## config.mk

```make
export PLATFORM = sky130hd
export DESIGN_NAME = sbm_master
export DESIGN_NICKNAME = d
export VERILOG_FILES = /design/src/hw/sbm_pkg.sv /design/src/hw/sbm_lane_if.sv /design/src/hw/sbm_master.sv /design/src/hw/sbm_lane_calc.sv
export SDC_FILE = /design/constraint.sdc
export NUM_CORES = 1
export LEC_CHECK = 0
export BUFFER_PORTS_ARGS = -buffer_cell sky130_fd_sc_hd__buf_2
export CORE_MARGIN = 2
export CORE_UTILIZATION = 56
export CTS_CLUSTER_DIAMETER = 200
export DETAILED_ROUTE_END_ITERATION = 8
export GPL_ROUTABILITY_DRIVEN = 0
export PLACE_DENSITY = 0.84
export SYNTH_ARGS = -nofsm -noshare
export SYNTH_HDL_FRONTEND = slang
export SYNTH_SLANG_ARGS = --single-unit
```

## constraint.sdc

```tcl
create_clock -name clk -period 8 [get_ports clk]
set_input_delay 0 -clock clk [delete_from_list [all_inputs] [get_ports clk]]
set_output_delay 0 -clock clk [all_outputs]
set_load 0.01 [all_outputs]
```

## src/hw/sbm_pkg.sv

```systemverilog
// system bus master signalling: shared codes, widths and reset values
// assumes one synchronous clock domain on the master side
`default_nettype none

package sbm_pkg;

	localparam int SBM_ADDR_W = 28;
	localparam int SBM_DATA_W = 32;
	localparam int SBM_LANES  = 4;
	localparam int SBM_CNT_W  = 8;

	// transfer type codes
	localparam logic [1:0] SBM_TT_ADDR_ONLY = 2'h0;
	localparam logic [1:0] SBM_TT_NONSEQ    = 2'h2;
	localparam logic [1:0] SBM_TT_SEQ       = 2'h3;

	// transfer size codes, also used for bus width
	localparam logic [1:0] SBM_SZ_BYTE = 2'h0;
	localparam logic [1:0] SBM_SZ_HALF = 2'h1;
	localparam logic [1:0] SBM_SZ_WORD = 2'h2;
	localparam logic [1:0] SBM_SZ_RSVD = 2'h3;

	// cycle status codes
	localparam logic [2:0] SBM_CT_OPFETCH  = 3'h0;
	localparam logic [2:0] SBM_CT_DATA     = 3'h1;
	localparam logic [2:0] SBM_CT_MISALIGN = 3'h2;
	localparam logic [2:0] SBM_CT_RMW      = 3'h3;
	localparam logic [2:0] SBM_CT_BRANCH   = 3'h4;
	localparam logic [2:0] SBM_CT_RSVD     = 3'h5;
	localparam logic [2:0] SBM_CT_DMA2     = 3'h6;
	localparam logic [2:0] SBM_CT_FLYBY    = 3'h7;

	// sequential status codes; 2..7 are burst lengths 4..128
	localparam logic [2:0] SBM_SEQ_SINGLE    = 3'h0;
	localparam logic [2:0] SBM_SEQ_CONT      = 3'h1;
	localparam logic [2:0] SBM_SEQ_BURST_MIN = 3'h2;
	localparam logic [7:0] SBM_BURST_BASE    = 8'h04;

	// reset values of the driven pins
	localparam logic [27:0] SBM_ADDR_RST  = 28'h0000000;
	localparam logic [31:0] SBM_DATA_RST  = 32'h00000000;
	localparam logic [3:0]  SBM_BEN_N_RST = 4'hF;

	typedef enum logic [2:0] {
		SBM_IDLE = 3'b001,
		SBM_ADDR = 3'b010,
		SBM_DATA = 3'b100
	} sbm_state_type;

endpackage

`default_nettype wire

```

## src/hw/sbm_lane_if.sv

```systemverilog
// carrier between the bus master and its byte lane calculator
// assumes both ends sit in the same clock domain
`default_nettype none

interface sbm_lane_if;
	logic [1:0] addr_lo;
	logic [1:0] beat_size;
	logic [1:0] req_size;
	logic [1:0] width;
	logic [3:0] ben_n;
	logic [2:0] split_beats;

	modport master (
		output addr_lo,
		output beat_size,
		output req_size,
		output width,
		input  ben_n,
		input  split_beats
	);

	modport calc (
		input  addr_lo,
		input  beat_size,
		input  req_size,
		input  width,
		output ben_n,
		output split_beats
	);
endinterface

`default_nettype wire

```

## src/hw/sbm_master.sv

```systemverilog
// system bus master: ownership, address/data phases, qualifiers
// assumes slaves answer with wait and last on the same clock
`default_nettype none

module sbm_master (
	// clock and reset
	input  wire logic        clk,
	input  wire logic        resetn,
	// ownership handshake
	input  wire logic        ownership_request_in,
	output logic             ownership_grant_out,
	// mode inputs
	input  wire logic        misalign_enable_mode,
	input  wire logic [1:0]  bus_width_sel,
	// request from the core
	input  wire logic        req_valid,
	output logic             req_ready,
	input  wire logic [27:0] req_addr,
	input  wire logic        req_write,
	input  wire logic [1:0]  req_size,
	input  wire logic [2:0]  req_ctype,
	input  wire logic [2:0]  req_seq,
	input  wire logic        req_addr_only,
	input  wire logic        req_lock,
	input  wire logic        req_periph,
	input  wire logic [31:0] req_wdata,
	// answer to the core
	output logic             rsp_valid,
	output logic             rsp_last,
	output logic [31:0]      rsp_rdata,
	// master-driven bus pins
	output logic [27:0]      sys_address_bus_out,
	output logic [1:0]       transfer_type_out,
	output logic             transfer_start_n_out,
	output logic [3:0]       byte_lane_enable_n_out,
	output logic [1:0]       transfer_size_out,
	output logic             write_not_read_out,
	output logic             ownership_lock_out,
	output logic [2:0]       cycle_status_out,
	output logic [2:0]       sequential_status_out,
	output logic             qualifier_oe_n,
	// data bus pins
	input  wire logic [31:0] sys_data_bus_in,
	output logic [31:0]      sys_data_bus_out,
	output logic             sys_data_bus_oe_n,
	// slave responses
	input  wire logic        wait_response,
	input  wire logic        last_response
);

	sbm_pkg::sbm_state_type state_ff;
	logic [7:0]  beat_ff;
	logic [7:0]  beats_ff;
	logic [27:0] addr_ff;
	logic [1:0]  bsize_ff;
	logic        burst_ff;
	logic        write_ff;
	logic        aonly_ff;
	logic [2:0]  ctype_ff;
	logic [2:0]  seqc_ff;
	logic        lock_ff;
	logic        grant_ff;
	logic        last_seen_ff;
	logic [31:0] wdata_ff;

	logic        idle, accept, beat_end, final_beat, launch;
	logic        req_burst, req_split, l_burst, l_aonly;
	logic [1:0]  size_ok, eff_width, acc_bsize, l_tt;
	logic [2:0]  acc_ctype, l_seq;
	logic [7:0]  acc_beats, l_idx, l_beats;
	logic [27:0] l_addr;

	sbm_lane_if lane_bus ();

	sbm_lane_calc u_lane (
		.lane (lane_bus)
	);

	assign idle       = (state_ff == sbm_pkg::SBM_IDLE);
	assign beat_end   = (state_ff == sbm_pkg::SBM_DATA) && !wait_response;
	assign final_beat = (beat_ff == beats_ff - 8'h01);
	// external master takes priority while the bus is free and unlocked
	assign req_ready  = idle && !grant_ff
		&& !(ownership_request_in && !lock_ff);
	assign accept     = req_valid && req_ready;
	assign launch     = accept || (beat_end && !final_beat);

	// request decode
	always_comb begin
		size_ok = (req_size == sbm_pkg::SBM_SZ_RSVD) ?
			sbm_pkg::SBM_SZ_WORD : req_size;
		if (req_periph)
			eff_width = sbm_pkg::SBM_SZ_HALF;
		else if (bus_width_sel == sbm_pkg::SBM_SZ_RSVD)
			eff_width = sbm_pkg::SBM_SZ_WORD;
		else
			eff_width = bus_width_sel;
		req_burst = (req_seq >= sbm_pkg::SBM_SEQ_BURST_MIN);
		req_split = !req_burst && !req_addr_only
			&& (size_ok > eff_width);
		if (req_burst)
			acc_bsize = sbm_pkg::SBM_SZ_WORD;
		else if (req_split)
			acc_bsize = eff_width;
		else
			acc_bsize = size_ok;
		if (req_burst)
			acc_beats = sbm_pkg::SBM_BURST_BASE
				<< (req_seq - sbm_pkg::SBM_SEQ_BURST_MIN);
		else
			acc_beats = {5'h00, lane_bus.split_beats};
		// misalign codes (while misalign mode is off) and reserved codes fall back to a data access
		if ((req_ctype == sbm_pkg::SBM_CT_MISALIGN && !misalign_enable_mode)
			|| req_ctype == sbm_pkg::SBM_CT_RSVD)
			acc_ctype = sbm_pkg::SBM_CT_DATA;
		else
			acc_ctype = req_ctype;
	end

	// values of the beat being launched
	always_comb begin
		l_addr  = idle ? req_addr : addr_ff + (28'h0000001 << bsize_ff);
		l_idx   = idle ? 8'h00 : beat_ff + 8'h01;
		l_beats = idle ? acc_beats : beats_ff;
		l_burst = idle ? req_burst : burst_ff;
		l_aonly = idle ? req_addr_only : aonly_ff;
		if (l_idx == l_beats - 8'h01)
			l_seq = sbm_pkg::SBM_SEQ_SINGLE;
		else if (l_idx == 8'h00 && l_burst)
			l_seq = idle ? req_seq : seqc_ff;
		else
			l_seq = sbm_pkg::SBM_SEQ_CONT;
		if (l_aonly)
			l_tt = sbm_pkg::SBM_TT_ADDR_ONLY;
		else if (idle || last_seen_ff || last_response)
			l_tt = sbm_pkg::SBM_TT_NONSEQ;
		else
			l_tt = sbm_pkg::SBM_TT_SEQ;
	end

	assign lane_bus.addr_lo   = l_addr[1:0];
	assign lane_bus.beat_size = idle ? acc_bsize : bsize_ff;
	assign lane_bus.req_size  = req_split ? size_ok : eff_width;
	assign lane_bus.width     = eff_width;

	// beat sequencing: one address cycle, then data until no wait
	always_ff @(posedge clk or negedge resetn) begin
		if (!resetn) begin
			state_ff <= sbm_pkg::SBM_IDLE;
		end else begin
			unique case (state_ff)
				sbm_pkg::SBM_IDLE: if (accept) state_ff <= sbm_pkg::SBM_ADDR;
				sbm_pkg::SBM_ADDR: state_ff <= sbm_pkg::SBM_DATA;
				sbm_pkg::SBM_DATA: begin
					if (beat_end)
						state_ff <= final_beat ?
							sbm_pkg::SBM_IDLE : sbm_pkg::SBM_ADDR;
				end
				default: state_ff <= sbm_pkg::SBM_IDLE;
			endcase
		end
	end

	// per-transfer context
	always_ff @(posedge clk or negedge resetn) begin
		if (!resetn) begin
			beat_ff  <= 8'h00;
			beats_ff <= 8'h01;
			addr_ff  <= sbm_pkg::SBM_ADDR_RST;
			bsize_ff <= sbm_pkg::SBM_SZ_BYTE;
			burst_ff <= 1'b0;
			write_ff <= 1'b0;
			aonly_ff <= 1'b0;
			ctype_ff <= sbm_pkg::SBM_CT_OPFETCH;
			seqc_ff  <= sbm_pkg::SBM_SEQ_SINGLE;
		end else if (launch) begin
			beat_ff <= l_idx;
			addr_ff <= l_addr;
			if (accept) begin
				beats_ff <= acc_beats;
				bsize_ff <= acc_bsize;
				burst_ff <= req_burst;
				write_ff <= req_write;
				aonly_ff <= req_addr_only;
				ctype_ff <= acc_ctype;
				seqc_ff  <= req_seq;
			end
		end
	end

	// a last response anywhere in the beat counts for the next launch
	always_ff @(posedge clk or negedge resetn) begin
		if (!resetn)
			last_seen_ff <= 1'b0;
		else if (launch)
			last_seen_ff <= 1'b0;
		else if (!idle && last_response)
			last_seen_ff <= 1'b1;
	end

	// ownership: lock holds until the core's next accepted transfer
	always_ff @(posedge clk or negedge resetn) begin
		if (!resetn) begin
			lock_ff  <= 1'b0;
			grant_ff <= 1'b0;
		end else begin
			if (accept)
				lock_ff <= req_lock;
			if (grant_ff)
				grant_ff <= ownership_request_in;
			else if (idle && !lock_ff && ownership_request_in)
				grant_ff <= 1'b1;
		end
	end

	assign ownership_grant_out = grant_ff;
	assign ownership_lock_out  = lock_ff;
	assign qualifier_oe_n      = grant_ff;

	// qualifier pins except the start strobe load on each launch, stable over the whole cycle
	always_ff @(posedge clk or negedge resetn) begin
		if (!resetn) begin
			sys_address_bus_out    <= sbm_pkg::SBM_ADDR_RST;
			transfer_type_out      <= sbm_pkg::SBM_TT_ADDR_ONLY;
			transfer_start_n_out   <= 1'b1;
			byte_lane_enable_n_out <= sbm_pkg::SBM_BEN_N_RST;
			transfer_size_out      <= sbm_pkg::SBM_SZ_BYTE;
			write_not_read_out     <= 1'b0;
			cycle_status_out       <= sbm_pkg::SBM_CT_OPFETCH;
			sequential_status_out  <= sbm_pkg::SBM_SEQ_SINGLE;
		end else begin
			transfer_start_n_out <= !launch;
			if (launch) begin
				sys_address_bus_out    <= l_addr;
				transfer_type_out      <= l_tt;
				byte_lane_enable_n_out <= lane_bus.ben_n;
				transfer_size_out      <= lane_bus.beat_size;
				write_not_read_out     <= idle ? req_write : write_ff;
				cycle_status_out       <= idle ? acc_ctype : ctype_ff;
				sequential_status_out  <= l_seq;
			end
		end
	end

	// write data: word kept in lane position; bursts take a new word
	always_ff @(posedge clk or negedge resetn) begin
		if (!resetn) begin
			wdata_ff          <= sbm_pkg::SBM_DATA_RST;
			sys_data_bus_oe_n <= 1'b1;
		end else begin
			if (accept || (launch && burst_ff))
				wdata_ff <= req_wdata;
			if (launch)
				sys_data_bus_oe_n <= !((idle ? req_write : write_ff)
					&& !l_aonly);
			else if (beat_end)
				sys_data_bus_oe_n <= 1'b1;
		end
	end

	assign sys_data_bus_out = wdata_ff;

	// per-beat answer to the core
	always_ff @(posedge clk or negedge resetn) begin
		if (!resetn) begin
			rsp_valid <= 1'b0;
			rsp_last  <= 1'b0;
			rsp_rdata <= sbm_pkg::SBM_DATA_RST;
		end else begin
			rsp_valid <= beat_end;
			rsp_last  <= beat_end && final_beat;
			if (beat_end && !write_ff && !aonly_ff)
				rsp_rdata <= sys_data_bus_in;
		end
	end

endmodule

`default_nettype wire

```

## src/hw/sbm_lane_calc.sv

```systemverilog
// byte lane enables and beat count for one transfer
// assumes size codes are never the reserved value here
`default_nettype none

module sbm_lane_calc (
	// from the master
	sbm_lane_if.calc lane
);

	logic [2:0] lo;
	logic [2:0] nbytes;

	always_comb begin
		nbytes = 3'h1 << lane.beat_size;
		unique case (lane.beat_size)
			sbm_pkg::SBM_SZ_BYTE: lo = {1'b0, lane.addr_lo};
			sbm_pkg::SBM_SZ_HALF: lo = {1'b0, lane.addr_lo[1], 1'b0};
			default:              lo = 3'h0;
		endcase
	end

	// lane n carries data bits 8n+7..8n
	for (genvar i = 0; i < sbm_pkg::SBM_LANES; i++) begin : g_lane
		assign lane.ben_n[i] = !((3'(i) >= lo) && (3'(i) < lo + nbytes));
	end

	// a transfer wider than the bus becomes 2 or 4 narrower beats
	always_comb begin
		if (lane.req_size > lane.width)
			lane.split_beats = 3'h1 << (lane.req_size - lane.width);
		else
			lane.split_beats = 3'h1;
	end

endmodule

`default_nettype wire

```

==> flow_metrics.tcl, run 1 <==
set metrics [dict create \
    cp-end-kind "register" \
    fin_skew_ps 12.89 \
    drt_pass1_iterations 5 \
    synth.avg_cell_area_um2 10.25 \
    critPathSlowestCell "fa_1" \
    min_period_over_period_pct 56.09 \
    yosys_warnings 0 \
    drv_slew 0 \
    grt_remaining_overflow 0 \
    nNetsFinal 1176 \
    rsz0062_at_grt "false" \
    dp_slack_ps 3707 \
    syn_inst 732 \
    worstPathRequired_ps 8270 \
    synthFlopType "dfrtp_1" \
    fmax_ghz 0.2228 \
    dieWidth_um 119.8 \
    ir_drop_v 0.0001982 \
    syn-num-nets 860 \
    worstPathMaxFanout 16 \
    fin_hold_ws_ps 57.13 \
    synth-seq-cells 144 \
    clkSinkCount 144 \
    setup_viol_count_final 0 \
    areaGrowthSynthToFinish_pct 38.30 \
    post_cts_buffers 0 \
    post_drt_via_cell_ratio 5.771 \
    cts-root-buf "clkbuf_16" \
    die_area_um2 14340 \
    placed_cells 1099 \
    grt_use_met1_pct 39.48 \
    hpwl_mm 13.19 \
    grt_max_degree 83 \
    slowest_delay_ps 550 \
    netlist_area_um2 7505 \
    drive_above_1_share_pct 34.02 \
    clockBufferDepth 2 \
    cts_tree "built" \
    yosysSeqAreaShare_pct 48.15 \
    path_buf_inv 5 \
    core-area_um2 13190 \
    use_met2_pct 56.00 \
    arrival_ps 4760 \
    diodes 0 \
    p_leak_nw 4.891 \
    h-tree-depth 4 \
    ys_async_sr_fraction_pct 100.0 \
    busiest_layer "met2" \
    min_period_ps 4488 \
    hold_viol 0 \
    drt-total-wl_mm 23.06 \
    cts_buffers 17 \
    grtUsageMet3_pct 7.795 \
    startpoint_type "input port" \
    crit_family "adder cells" \
    ant_nets 0 \
    total_power_mw 3.877 \
    start_util_pct 56.90 \
    holdBufCountCts 106 \
    dr.first_iter.drc_count 516 \
    num_rows 42 \
    crit_chain "dlygate4sd3_1 > buf_2 > inv_1 > ha_1 > nor2b_1 > o211ai_1 > mux2i_1 > ha_1 > inv_1 > fa_1 > inv_1 > o21ai_0 > a21boi_0 > a21oi_1 > ha_1 > o21ai_0 > or4_1 > nand3_1 > o2111a_1 > o41ai_1" \
    finalWorstSetupSlack_ps 3512 \
    grt_usage_pct 33.13 \
    min_path_type "in -> reg" \
    dieHeight_um 119.8 \
    ys_types 79 \
    clk_latency_ps 430 \
    ctsResizeCount 0 \
    antenna_found_initial 0 \
    vias 7139 \
    synth_enable_flop_cells 0 \
    drv_cap 0 \
    stdcell_area_um2 10380 \
    slew_headroom_pct 32.20 \
    instances_no_fill 1237 \
    pwr_density_cell_nw_per_um2 373.6 \
    placed_area_um2 8712 \
    final_util_pct 78.69 \
    io_buffers 227 \
    fin_setup_tns_ps 0 \
    status "completed" \
    drc_errors 0 \
    io_pins 228 \
    worst_slew_pin_slew_ps 1013 \
    grt_pass1_vias 7288 \
    path_class "in -> reg" \
    grt_first_pass_wirelength_mm 37.34 \
    cts.clk_slew.worst_paths_ps 60 \
    wl_per_cell_um 18.64 \
]
-- path summary, 6_finish.rpt --
check	endpoint	cells past startpoint	slack, ps	from
min reg2reg	cycle_status_out[2]	2	480	cycle_status_out[2]
max	sequential_status_out[2]	20	3510	req_seq[1]
max reg2reg	byte_lane_enable_n_out[2]	8	4390	state_ff[0]
min in group asynchronous	sys_data_bus_out[10]	2	150	resetn
min	ctype_ff[0]	4	60	misalign_enable_mode
max in group asynchronous	rsp_rdata[8]	3	6460	resetn
-- state kept, by name (all words and copies together) (netlist names), 2 cells and up --
register and count:
beats_ff 8, beat_ff 8, sys_address_bus_out 28, ctype_ff 3
transfer_size_out 2, transfer_type_out 2, byte_lane_enable_n_out 4, sys_data_bus_out 32
state_ff 3, seqc_ff 3, sequential_status_out 3, rsp_rdata 32
bsize_ff 2, cycle_status_out 3
-- placed cells by master, fill, tap and decap left out, types with 4 or more instances in the layout --
cell type / count
dfstp_2: 8
o22ai_1: 12
nand2_1: 74
buf_4: 5
dlygate4sd3_1: 106
clkinv_4: 4
xnor2_1: 15
mux2i_1: 8
a31oi_1: 5
nand2b_1: 5
mux2_1: 5
a22oi_1: 5
nor2b_1: 9
clkbuf_16: 17
nor3_1: 8
dfrtp_1: 136
a21o_1: 5
mux2_2: 71
a21oi_1: 60
nor2_1: 53
ha_1: 12
buf_2: 226
and2_1: 4
o31ai_1: 10
a21boi_0: 4
nor4_1: 4
nand3b_1: 7
xor2_1: 6
inv_1: 18
o2bb2a_1: 4
o21ai_0: 50
and3_1: 5
or3_1: 7
o41ai_1: 4
nand3_1: 15
-- worst register-to-register path, cell delays in order, from the launching register on --
cell and delay (ps):
dfstp_2 570, or3b_2 500, nor3_2 230, nand2_2 460, nand3_2 190, buf_4 530, inv_2 500, a2111oi_0 490
nor2_1 70
-- per-layer routing --
| metal | share of wire (%) | vias up |
|---|---|---|
| met5 | 0 | - |
| met4 | 5.0 | 0 |
| met3 | 6.9 | 91 |
| met2 | 50 | 332 |
| met1 | 38 | 3449 |
| li1 | - | 3267 |
-- synthesized netlist by cell type, types with 4 or more instances --
cell type / number / area share, %
dfrtp_1: 136 / 45
xnor2_1: 15 / 1.8
nor4_1: 4 / 0.33
a22oi_1: 5 / 0.50
nor2_1: 53 / 2.7
clkbuf_1: 21 / 1.1
nand3b_1: 7 / 0.70
o31ai_1: 10 / 1.0
xor2_1: 6 / 0.70
a21o_1: 5 / 0.50
nor3_1: 8 / 0.53
nand2_1: 74 / 3.7
ha_1: 12 / 2.0
mux2i_1: 8 / 1.1
a21boi_0: 4 / 0.40
a31oi_1: 5 / 0.42
a21oi_1: 60 / 4.0
nand2b_1: 5 / 0.42
o41ai_1: 4 / 0.47
dfstp_2: 8 / 2.8
o22ai_1: 12 / 1.0
and2_1: 4 / 0.33
o21ai_0: 50 / 3.3
o2bb2a_1: 4 / 0.53
buf_2: 12 / 0.80
inv_1: 18 / 0.90
mux2_2: 71 / 11
or3_1: 7 / 0.58
and3_1: 5 / 0.42
mux2_1: 5 / 0.75
nand3_1: 15 / 1.0
nor2b_1: 9 / 0.75
-- cell families after synthesis --
kind of cell | count (synthesis) | synth area share (%)
buffers and inverters | 60 | 3.601
flip-flops | 144 | 48.15
AND/OR/NAND/NOR | 218 | 14.54
AO/OA/AOI/OAI | 189 | 15.69
multiplexers | 84 | 12.47
adder cells (fa/ha/maj) | 15 | 2.801
XOR/XNOR | 22 | 2.751
-- power breakdown --
part	internal, mW	switching, mW	total, mW	leakage [nW]
clock network	0.482	0.330	0.813	0.298
logic	0.761	1.00	1.76	2.83
registers	1.04	0.264	1.30	1.76
total	2.28	1.60	3.88	4.89
-- cell type report --
class                      count  area (um^2)
multi-input combinational    528         3627
clock buffer                  19        452.9
timing repair buffer         338         2241
clock inverter                13        152.6
fill                         790         2811
tap                          176        220.2
inverter                      19        71.32
sequential                   144         3613
No activity file was read; power rests on OpenSTA's default activity.
==> run 2: changes to the inputs <==
--- a/config.mk
+++ b/config.mk
@@ -7,11 +7,11 @@
 export LEC_CHECK = 0
 export BUFFER_PORTS_ARGS = -buffer_cell sky130_fd_sc_hd__buf_2
 export CORE_MARGIN = 2
-export CORE_UTILIZATION = 56
+export CORE_UTILIZATION = 52
 export CTS_CLUSTER_DIAMETER = 200
 export DETAILED_ROUTE_END_ITERATION = 8
 export GPL_ROUTABILITY_DRIVEN = 0
-export PLACE_DENSITY = 0.84
+export PLACE_DENSITY = 0.79
 export SYNTH_ARGS = -nofsm -noshare
 export SYNTH_HDL_FRONTEND = slang
 export SYNTH_SLANG_ARGS = --single-unit
==> constraint.sdc (replaced) <==
create_clock -name clk -period 4.3 [get_ports clk]
set_input_delay 0 -clock clk [delete_from_list [all_inputs] [get_ports clk]]
set_output_delay 0 -clock clk [all_outputs]
set_load 0.01 [all_outputs]
==> run 2 against run 1 <==
Effect of this change: clock skew rose by 0.98 ps; critical path depth did not move; register-to-register slack got worse by 3300 ps; combinational power rose by 89%; global-route usage fell by 2.6 points; core utilization fell by 4.4 points; first-iteration DRC count fell by 3.3%; worst hold slack got worse by 39 ps; non-clock buffer count rose by 4; cell area barely moved.
==> flow_metrics.tcl, run 2 (synthesis results as in run 1) <==
set metrics [dict create \
    status "completed" \
    arrival_ps 4250 \
    ir_drop_v 0.0004073 \
    placed_cells 1108 \
    dieWidth_um 124.1 \
    nNetsFinal 1180 \
    setup_viol_count_final 0 \
    post_cts_buffers 0 \
    total_power_mw 7.196 \
    post_drt_via_cell_ratio 5.724 \
    vias 7132 \
    clk_latency_ps 430 \
    hpwl_mm 14.02 \
    grt_usage_pct 30.58 \
    fmax_ghz 0.2516 \
    worstPathRequired_ps 4580 \
    drt-total-wl_mm 23.32 \
    drc_errors 0 \
    cts.clk_slew.worst_paths_ps 60 \
    final_util_pct 74.24 \
    grt_first_pass_wirelength_mm 36.07 \
    clockBufferDepth 2 \
    fin_hold_ws_ps 18.04 \
    dr.first_iter.drc_count 499 \
    cts_buffers 17 \
    path_class "in -> reg" \
    antenna_found_initial 1 \
    instances_no_fill 1246 \
    fin_setup_tns_ps 0 \
    stdcell_area_um2 10390 \
    start_util_pct 53.65 \
    grt_max_degree 79 \
    worstPathMaxFanout 5 \
    layout_common_cells "226 x buf_2, 136 x dfrtp_1, 105 x dlygate4sd3_1, 74 x nand2_1, 71 x mux2_2" \
    core-area_um2 13990 \
    final_common_cell "buf_2" \
    drive_above_1_share_pct 34.37 \
    grt_use_met1_pct 37.62 \
    io_pins 228 \
    use_met2_pct 50.44 \
    cp-end-kind "register" \
    p_leak_nw 4.887 \
    dieHeight_um 124.1 \
    grt_remaining_overflow 0 \
    worst_slew_pin_slew_ps 1036 \
    areaGrowthSynthToFinish_pct 38.38 \
    busiest_layer "met2" \
    min_path_type "in -> reg" \
    drv_cap 0 \
    wl_per_cell_um 18.71 \
    h-tree-depth 4 \
    ant_nets 0 \
    hold_viol 0 \
    die_area_um2 15410 \
    slew_headroom_pct 30.67 \
    r2r_cells 8 \
    cts_tree "built" \
    ctsResizeCount 0 \
    min_period_ps 3975 \
    drt_pass1_iterations 7 \
    num_rows 43 \
    holdPathStages 4 \
    placed_area_um2 8755 \
    fin_skew_ps 13.87 \
    dp_slack_ps 12.44 \
    startpoint_type "input port" \
    min_period_over_period_pct 92.45 \
    grt_pass1_vias 7080 \
    pwr_density_cell_nw_per_um2 692.9 \
    io_buffers 227 \
    cts-root-buf "clkbuf_16" \
    finalWorstSetupSlack_ps 324.8 \
    grtUsageMet3_pct 7.097 \
    drv_slew 0 \
    fillers 938 \
    holdBufCountCts 105 \
    clkSinkCount 144 \
    rsz0062_at_grt "false" \
]
==> run 2: changes by cell type in the layout (fill, tap and decap cells not counted), moves of 2 or more <==
| cell | delta |
|---|---|
| clkbuf_8 | -2 |
| buf_4 | +5 |
| clkinvlp_4 | +2 |
| inv_6 | +4 |
| clkinv_2 | -2 |
==> run 2: layer usage <==
layer / vias to the layer above / part of all wire [%]
met5: - / 0
met4: 0 / 4.0
met3: 71 / 5.9
met2: 324 / 51
li1: 3281 / -
met1: 3456 / 39
==> run 2: worst max-delay path, stage by stage <==
cell	delay (ps)
dlygate4sd3_1	530
buf_2	150
inv_1	90
ha_1	160
nor2b_1	210
o211ai_1	170
mux2i_1	200
ha_1	160
inv_1	40
fa_1	560
inv_1	50
o21ai_0	120
a21boi_0	150
a21oi_1	180
ha_1	270
o21ai_0	240
or4_1	520
nand3_1	90
o2111a_1	260
o41ai_1	100
==> run 2: worst paths after layout <==
kind,start,endpoint,slack (ps)
max in group asynchronous,resetn,sys_data_bus_out[16],3130
max reg2reg,state_ff[0],byte_lane_enable_n_out[1],1040
min in group asynchronous,resetn,sys_address_bus_out[12],180
min,misalign_enable_mode,ctype_ff[0],20
min reg2reg,byte_lane_enable_n_out[3],byte_lane_enable_n_out[3],480
max,req_seq[1],sequential_status_out[2],320
==> run 2: final cells by class <==
type                            count  area [um^2]  area share (%)
Sequential cell                   144         3613           34.80
Antenna cell                        1        2.502         0.02410
Timing Repair Buffer              342         2268           21.84
Inverter                           19        71.32          0.6867
Multi-Input combinational cell    528         3627           34.93
Tap cell                          180        225.2           2.169
Clock inverter                     15        151.4           1.458
Clock buffer                       17        425.4           4.096
==> run 2: power by group <==
| group | leakage [nW] | internal [mW] | switching (mW) | total (mW) |
|---|---|---|---|---|
| Clock | 0.274 | 0.814 | 0.644 | 1.46 |
| Sequential | 1.76 | 1.93 | 0.479 | 2.41 |
| Combinational | 2.85 | 1.44 | 1.89 | 3.33 |
| Total | 4.89 | 4.18 | 3.02 | 7.20 |
